$ cat config.mk
export PLATFORM = sky130hd
export DESIGN_NAME = acr_context_top
export DESIGN_NICKNAME = d
export VERILOG_FILES = /design/src/rtl/acr_pkg.sv /design/src/rtl/acr_context_top.sv
export SDC_FILE = /design/constraint.sdc
export NUM_CORES = 2
export LEC_CHECK = 0
export BUFFER_PORTS_ARGS = -buffer_cell sky130_fd_sc_hd__clkbuf_2
export CORE_AREA = 2 2 348 264
export DETAILED_ROUTE_END_ITERATION = 16
export DIE_AREA = 0 0 350 266
export GPL_TIMING_DRIVEN = 1
export PLACE_DENSITY_LB_ADDON = 0.08
export SLEW_MARGIN = 0
export SYNTH_ARGS = -nofsm -noshare
export SYNTH_HDL_FRONTEND = slang
export SYNTH_SLANG_ARGS = --single-unit
$ cat constraint.sdc
create_clock -name REF_CLK -period 7.4 [get_ports REF_CLK]
set_input_delay 0.37 -clock REF_CLK [delete_from_list [all_inputs] [get_ports REF_CLK]]
set_output_delay 0.37 -clock REF_CLK [all_outputs]
set_load 0.05 [all_outputs]
$ cat src/rtl/acr_pkg.sv
package acr_pkg;
  // ----------------------------------------
  // Widths
  // ----------------------------------------
  localparam int EA_W = 24;
  localparam int ST_W = 8;
  localparam int QM_DEPTH = 256;
  localparam int MASK_HI_BITS = 7;
  localparam int NCMP = 6;

  // ----------------------------------------
  // Timing
  // ----------------------------------------
  localparam int CLK_NS = 10;
  localparam int PH4_NS = 80;
  localparam int PH5_NS = 160;
  localparam int TRES_NS = 160;
  localparam int ACQ_MIN_NS = 200;
  localparam int PH4_CYC = (PH4_NS + CLK_NS - 1) / CLK_NS;
  localparam int PH5_CYC = (PH5_NS + CLK_NS - 1) / CLK_NS;
  localparam int ACQ_MIN_CYC = (ACQ_MIN_NS + CLK_NS - 1) / CLK_NS;
  localparam logic [7:0] TRES_CYC = 8'(TRES_NS / CLK_NS);

  // ----------------------------------------
  // Register map
  // ----------------------------------------
  localparam logic [7:0] OFS_BOUND_LAST = 8'h0e;
  localparam int BND_RANGE_BIT = 3;
  localparam int BND_SEL_BIT = 2;
  localparam logic [1:0] BND_HOLE = 2'h3;
  localparam logic [7:0] OFS_MASK = 8'h10;
  localparam logic [7:0] OFS_MODE = 8'h11;
  localparam logic [7:0] OFS_TEST = 8'h12;
  localparam logic [7:0] OFS_FORCE = 8'h13;
  localparam logic [7:0] OFS_QPTR = 8'h14;
  localparam logic [7:0] OFS_QDATA = 8'h15;
  localparam logic [7:0] OFS_CTRL = 8'h16;
  localparam logic [7:0] OFS_COMP_RD = 8'h17;
  localparam logic [7:0] OFS_CTX_RD = 8'h18;

  localparam int MASK_LSB_BIT = 0;
  localparam int MASK_HI_BIT = 1;
  localparam int MODE_SEL_LSB = 0;
  localparam int MODE_QSEL_LSB = 2;
  localparam int TEST_FORCE_BIT = 0;
  localparam int CTRL_RUN_BIT = 0;

  localparam logic [7:0] MASK_RST = 8'h00;
  localparam logic [7:0] MODE_RST = 8'h00;
  localparam logic [7:0] TEST_RST = 8'h00;
  localparam logic [7:0] CTRL_RST = 8'h00;

  // ----------------------------------------
  // Types
  // ----------------------------------------
  typedef enum logic [1:0] {MD_OFF, MD_RANGE, MD_WINDOW, MD_SEQ} acr_mode_t;
  typedef enum logic [1:0] {ST_IDLE, ST_ACTIVE, ST_ARMED} acr_sm_t;

  typedef struct packed {
    logic [EA_W-1:0] addr;
    logic [ST_W-1:0] status;
  } acr_emu_t;

  typedef struct packed {
    logic event_en;
    logic time_en;
    logic seq_en;
  } acr_gate_t;

  typedef struct packed {
    logic [1:0][1:0][2:0][7:0] bound;
    logic [7:0] mask;
    logic [7:0] mode;
    logic [7:0] test;
    logic [7:0] force_bits;
    logic [7:0] ctrl;
    logic [7:0] qptr;
    logic [7:0] rdata;
    logic [QM_DEPTH-1:0][1:0] qmem;
    logic anal_q;
    logic [PH5_CYC-1:0] dline;
    acr_emu_t acq;
    logic [NCMP-1:0] comp;
    logic [1:0] qual;
    acr_sm_t sm;
    acr_gate_t sm_out;
    logic [7:0] tdiv;
    acr_gate_t cnt;
  } acr_state_t;
endpackage : acr_pkg

$ cat src/rtl/acr_context_top.sv
`timescale 1ns/1ns
`default_nettype none

module acr_range_cmp #(
  parameter int W = 24
) (
  input wire logic [W-1:0] addr,
  input wire logic [W-1:0] upper,
  input wire logic [W-1:0] lower,
  output logic upper_eq,
  output logic in_range,
  output logic lower_eq
);
  if (W <= acr_pkg::MASK_HI_BITS + 1) begin : g_bad_width
    $error("acr_range_cmp: width too small for the address mask");
  end

  assign upper_eq = (addr == upper);
  assign lower_eq = (addr == lower);
  assign in_range = (addr >= lower) && (addr <= upper);
endmodule : acr_range_cmp

module acr_context_top (
  input wire logic REF_CLK,
  input wire logic RST,
  input wire logic [7:0] ADDR,
  input wire logic [7:0] WDATA,
  input wire logic WR,
  input wire logic RD,
  output logic [7:0] RDATA,
  input wire logic ANALYSIS_CLOCK_N,
  input wire acr_pkg::acr_emu_t EMU,
  output acr_pkg::acr_gate_t COUNT_EN,
  output logic [acr_pkg::NCMP-1:0] COMP_RESULT,
  output logic [1:0] QUALIFIER
);
  import acr_pkg::*;

  if (PH4_CYC >= PH5_CYC || PH5_CYC >= ACQ_MIN_CYC) begin : g_bad_timing
    $error("acr_context_top: phase strobes must fall inside one bus state");
  end

  acr_state_t s_q;
  acr_state_t s_d;

  // ----------------------------------------
  // Address masking and comparators
  // ----------------------------------------
  logic [EA_W-1:0] masked_addr;
  logic [NCMP-1:0] comp_live;
  logic [NCMP-1:0] comp_src;
  logic [1:0] qual_live;

  always_comb begin
    masked_addr = s_q.acq.addr;
    if (s_q.mask[MASK_LSB_BIT]) begin
      masked_addr[0] = 1'b0;
    end
    if (s_q.mask[MASK_HI_BIT]) begin
      masked_addr[EA_W-1 -: MASK_HI_BITS] = '0;
    end
  end

  // Bit order per range: upper, in range, lower
  for (genvar r = 0; r < 2; r++) begin : g_cmp
    acr_range_cmp #(
      .W(EA_W)
    ) u_cmp (
      .addr(masked_addr),
      .upper(s_q.bound[r][0]),
      .lower(s_q.bound[r][1]),
      .upper_eq(comp_live[r*3]),
      .in_range(comp_live[r*3+1]),
      .lower_eq(comp_live[r*3+2])
    );
  end

  // Self-test lets software stand in for the comparators
  assign comp_src = s_q.test[TEST_FORCE_BIT] ? s_q.force_bits[NCMP-1:0] : comp_live;
  assign qual_live = s_q.qmem[s_q.acq.status];

  // ----------------------------------------
  // Next state
  // ----------------------------------------
  logic edge_seen;
  logic run;
  logic ph4;
  logic ph5;
  logic tick;
  logic hit;
  logic [1:0] qsel;
  acr_mode_t mode;
  logic bnd_hit;
  logic [1:0] bnd_byte;

  always_comb begin
    s_d = s_q;
    run = s_q.ctrl[CTRL_RUN_BIT];
    edge_seen = ANALYSIS_CLOCK_N & ~s_q.anal_q;
    ph4 = s_q.dline[PH4_CYC-1];
    ph5 = s_q.dline[PH5_CYC-1];
    tick = (s_q.tdiv == TRES_CYC - 8'h01);
    qsel = s_q.mode[MODE_QSEL_LSB +: 2];
    mode = acr_mode_t'(s_q.mode[MODE_SEL_LSB +: 2]);
    hit = (qsel == 2'h0) | (|(qual_live & qsel));
    bnd_hit = (ADDR <= OFS_BOUND_LAST) && (ADDR[1:0] != BND_HOLE);
    bnd_byte = ADDR[1:0];
    s_d.rdata = '0;
    s_d.cnt = '0;

    // Acquisition pipeline
    s_d.anal_q = ANALYSIS_CLOCK_N;
    s_d.dline = {s_q.dline[PH5_CYC-2:0], edge_seen & run};
    if (edge_seen && run) begin
      s_d.acq = EMU;
    end

    // Phase 4: results latched, state machine steps
    if (ph4) begin
      s_d.comp = comp_src;
      s_d.qual = qual_live;
      s_d.sm_out = '0;
      case (mode)
        MD_RANGE: begin
          s_d.sm_out.event_en = comp_src[1] & hit;
          s_d.sm_out.time_en = comp_src[1] & hit;
          s_d.sm = (comp_src[1] & hit) ? ST_ACTIVE : ST_IDLE;
        end
        MD_WINDOW: begin
          case (s_q.sm)
            ST_ACTIVE: begin
              if (comp_src[4] & hit) begin
                s_d.sm = ST_IDLE;
              end else begin
                s_d.sm_out.event_en = hit;
                s_d.sm_out.time_en = 1'b1;
              end
            end
            default: begin
              if (comp_src[1] & hit) begin
                s_d.sm = ST_ACTIVE;
                s_d.sm_out.event_en = 1'b1;
                s_d.sm_out.time_en = 1'b1;
              end else begin
                s_d.sm = ST_IDLE;
              end
            end
          endcase
        end
        MD_SEQ: begin
          case (s_q.sm)
            ST_ARMED: begin
              s_d.sm_out.time_en = 1'b1;
              if (comp_src[0] & hit) begin
                s_d.sm = ST_IDLE;
                s_d.sm_out.seq_en = 1'b1;
                s_d.sm_out.event_en = 1'b1;
              end else if (comp_src[4] & hit) begin
                // Range B hit aborts a pass in progress
                s_d.sm = ST_IDLE;
              end
            end
            default: begin
              s_d.sm = (comp_src[2] & hit) ? ST_ARMED : ST_IDLE;
            end
          endcase
        end
        default: begin
          s_d.sm = ST_IDLE;
        end
      endcase
    end

    // Phase 5: event and sequence counters fire
    if (ph5) begin
      s_d.cnt.event_en = s_q.sm_out.event_en & run;
      s_d.cnt.seq_en = s_q.sm_out.seq_en & run;
    end

    // Time base runs free so gating never skews resolution
    s_d.tdiv = tick ? 8'h00 : s_q.tdiv + 8'h01;
    s_d.cnt.time_en = tick & s_q.sm_out.time_en & run;

    // ----------------------------------------
    // Register writes
    // ----------------------------------------
    if (WR) begin
      if (bnd_hit) begin
        s_d.bound[ADDR[BND_RANGE_BIT]][ADDR[BND_SEL_BIT]][bnd_byte] = WDATA;
      end
      case (ADDR)
        OFS_MASK: s_d.mask = WDATA;
        OFS_MODE: begin
          s_d.mode = WDATA;
          s_d.sm = ST_IDLE;
          s_d.sm_out = '0;
        end
        OFS_TEST: s_d.test = WDATA;
        OFS_FORCE: s_d.force_bits = WDATA;
        OFS_QPTR: s_d.qptr = WDATA;
        OFS_QDATA: begin
          s_d.qmem[s_q.qptr] = WDATA[1:0];
          s_d.qptr = s_q.qptr + 8'h01;
        end
        OFS_CTRL: s_d.ctrl = WDATA;
        default: begin
        end
      endcase
    end

    // ----------------------------------------
    // Register reads
    // ----------------------------------------
    if (RD) begin
      if (bnd_hit) begin
        s_d.rdata = s_q.bound[ADDR[BND_RANGE_BIT]][ADDR[BND_SEL_BIT]][bnd_byte];
      end
      case (ADDR)
        OFS_MASK: s_d.rdata = s_q.mask;
        OFS_MODE: s_d.rdata = s_q.mode;
        OFS_TEST: s_d.rdata = s_q.test;
        OFS_FORCE: s_d.rdata = s_q.force_bits;
        OFS_QPTR: s_d.rdata = s_q.qptr;
        OFS_QDATA: s_d.rdata = {6'h00, s_q.qmem[s_q.qptr]};
        OFS_CTRL: s_d.rdata = s_q.ctrl;
        OFS_COMP_RD: s_d.rdata = {2'h0, s_q.comp};
        OFS_CTX_RD: s_d.rdata = {s_q.qual, s_q.sm_out, 1'b0, s_q.sm};
        default: begin
        end
      endcase
    end
  end

  // ----------------------------------------
  // State register
  // ----------------------------------------
  always_ff @(posedge REF_CLK) begin
    if (RST) begin
      s_q <= '0;
      s_q.mask <= MASK_RST;
      s_q.mode <= MODE_RST;
      s_q.test <= TEST_RST;
      s_q.ctrl <= CTRL_RST;
      s_q.sm <= ST_IDLE;
    end else begin
      s_q <= s_d;
    end
  end

  assign RDATA = s_q.rdata;
  assign COUNT_EN = s_q.cnt;
  assign COMP_RESULT = s_q.comp;
  assign QUALIFIER = s_q.qual;
endmodule : acr_context_top

`default_nettype wire

==> metrics.yaml <==
hpwl_mm: 94.6
grt_pass1_wl_mm: 234
firstDrtPassIters: 6
skew_ns: 0.0222
critPathMaxStageDelay_ns: 1.12
clock_power_share: 0.497
clockRootBuffer: "clkbuf_16"
async_flop_share: 0
insertion_delay_ns: 0.66
synth.net_count: 4587
worst_slew_pin_slew_ns: 1.31
first_iter_violations: 5212
endpoint_kind: "flop"
p_leak_nw: 13.4
grt-ovfl-total: 0
synth_ff_type: "dfxtp_1"
setup_viol: 0
drc_errors: 0
die_y_um: 266
drive_above_1_share: 0.155
finalMaxSlewViolations: 0
grt_use_total: 0.333
viasPerCell: 6.62
power_switching_share: 0.235
clock_path_buffers: 3
power_density_nw_per_um2: 192
grt_pass1_vias: 33351
place.gp.congestion: 0.896
areaGrowthSynthToFinish_pct: 9.51
finalNetCount: 4358
cts_tree: "yes"
post-cts-setup-buffer-count: 0
drv_cap: 0
holdCritPathClass: "primary input to flop"
syn_inst: 4437
rows: 96
synth_edf_count: 0
worstPathRequired_ns: 7.96
cts-htree-levels: 3
relSlewSlack: 0.107
cp-start-kind: "flop"
power.switching_w: 0.00197
port_buffers: 71
cp_max_fo: 50
die_area_um2: 93100
avgRoutedWirePerCell_um: 28.8
synthDistinctLibCells: 69
hold_viol: 0
final_cells: 5496
wirelength_mm: 158
intPower_w: 0.00641
antenna_found_initial: 7
netlist_area_um2: 39900
period_share: 0.614
rsz0062_at_grt: "no"
max-vdd-ir-drop_mv: 0.180
seq_area_frac_synth: 0.369
cts.sinks: 737
antenna_left: 0
dp.cells: 5320
max_freq_ghz: 0.220
grt_max_degree: 198
dieWidth_um: 350
clk_pin_slew_ns: 0.06
vias: 36364
cp_slowest_cell: "a2111oi_0"
cp_cell_sequence: "buf_12 -> mux4_2 -> mux2_2 -> a2111oi_0 -> nand3_1 -> nand4_1 -> and2_1 -> o21ai_0 -> a311oi_1"
seqPwrFrac: 0.474
layout_min_cycle_time_ns: 4.54
crit_type: "flop to flop"
yosysWarningCount: 0
final.setup.tns_ns: 0
start_util: 0.443
io_pins: 72
arrival_ns: 5.10
synth-seq-cells: 737
cts_buffers: 79
p_comb_frac: 0.029
core_um2: 90200
status: "finished, final reports clean"
synth.avg_cell_area_um2: 9.00
cell usage after synthesis (all sizes together) (4+ instances only):
cell | number | area [µm²]
mux4 | 311 | 7000
mux2 | 6 | 67.6
a21oi | 639 | 3200
a31oi | 14 | 87.6
o22ai | 8 | 50.1
nor2b | 43 | 269
and2 | 8 | 50.1
mux2i | 150 | 1500
nand3b | 4 | 30.0
buf | 101 | 619
nor2 | 210 | 788
o2111ai | 5 | 43.8
xnor2 | 5 | 43.8
clkbuf | 399 | 1500
o21ai | 539 | 2700
nand2b | 22 | 138
a22oi | 27 | 203
xor2 | 5 | 43.8
a211oi | 12 | 90.1
inv | 100 | 375
a22o | 11 | 96.3
o211ai | 8 | 60.1
ha | 97 | 1210
and3 | 9 | 56.3
nor4 | 12 | 75.1
and3b | 4 | 35.0
nand3 | 579 | 2900
nand2 | 220 | 826
a221oi | 10 | 87.6
a41oi | 4 | 42.6
a21o | 13 | 97.6
or3 | 10 | 62.6
dfxtp | 737 | 14800
nor3 | 25 | 135
a311oi | 8 | 70.1
o221ai | 5 | 43.8
o21a | 6 | 45.0
nand4 | 30 | 188
through the flow:
step	power, W	instance area, µm²	utilization	hold WS, ns	worst slack, ns
after floorplan	0.00421	39900	-	0.413	4.40
after global placement	0.00428	40800	0.452	0.415	2.89
after detailed placement	0.00428	40800	0.452	0.420	2.92
after CTS	0.00840	43700	0.485	0.0373	2.90
after global routing	0.00858	43700	0.485	0.0385	2.63
final	0.00838	43700	0.485	0.0460	2.86
critical path: cells and delay by family (launching register included):
family / cells / cell delay (ns)
flip-flops: 1 / 0.87
AO/OA/AOI/OAI: 3 / 1.50
multiplexers: 2 / 0.84
buffers and inverters: 1 / 0.43
AND/OR/NAND/NOR: 3 / 0.75
registers in the layout (all words and copies together) (netlist names):
name,count
COMP_RESULT,6
COUNT_EN,3
QUALIFIER,2
RDATA,8
masked_addr,16
mode,2
ph4,1
ph5,1
qsel,2
run,1
s_d,14
s_q,681
path summary, 6_finish.rpt:
check / slack [ns] / endpoint / start / cells after the start
max: 2.86 / s_q[15] / s_q[24] / 9
min: 0.05 / s_q[25] / EMU[1] / 3
max reg2reg: 2.86 / s_q[15] / s_q[24] / 9
min reg2reg: 0.43 / s_d[70] / s_d[69] / 1
layout by cell type (no fill, tap or decap), drive strengths merged, types with 9 or more instances in the layout:
master and count:
a211oi 12, a21o 13, a21oi 639, a221oi 10, a22o 11, a22oi 27
a31oi 14, and3 9, buf 90, clkbuf 186, clkinv 14, dfxtp 737
dlygate4sd3 32, ha 97, inv 103, mux2i 150, mux4 311, nand2 220
nand2b 22, nand3 579, nand4 30, nor2 210, nor2b 43, nor3 25
nor4 12, o21ai 539, or3 10
power by group through the flow:
| stage | registers [W] | logic [W] | clock network, W |
|---|---|---|---|
| 6_report | 0.00397 | 0.000244 | 0.00416 |
| 5_1_grt | 0.00397 | 0.000255 | 0.00436 |
| 4_1_cts | 0.00397 | 0.000237 | 0.00419 |
| 3_5_place_dp | 0.00406 | 0.000224 | 0 |
| 3_3_place_gp | 0.00406 | 0.000225 | 0 |
| 2_1_floorplan | 0.00406 | 0.000146 | 0 |
final cells by class:
type | instances | area, µm²
tap | 1225 | 1530
inverter | 101 | 379
multi-input combinational | 3099 | 23000
fill | 8416 | 46500
timing repair buffer | 190 | 1470
sequential | 737 | 14800
clock buffer | 118 | 2330
antenna | 2 | 5.00
clock inverter | 24 | 298
what timing repair did:
item                                    in CTS  in global routing
hold endpoints to repair                    32                  0
endpoints found under the setup margin       0                  0
hold buffers                                32                  0
resized for setup                            0                  0
per-layer routing:
metal  track usage  wire length (µm)  vias up
met5             0                27        -
met4        0.0993              4590        4
met3        0.0789             17600      296
met2         0.454             64100     2065
met1         0.515             71800    18114
li1              -                 -    15885
cells by family (layout without fill, tap and decap cells):
group / count (synthesis) / after routing / share of synthesized area
xor+xnor: 10 / 10 / 0.00219
fa+ha+maj: 99 / 99 / 0.0309
compound gates: 1332 / 1332 / 0.178
simple gates: 1191 / 1191 / 0.142
flops: 737 / 737 / 0.369
buf+inv: 601 / 433 / 0.0625
mux: 467 / 467 / 0.215
other cells: 0 / 2 / 0
No activity file was read; power rests on OpenSTA's default activity.
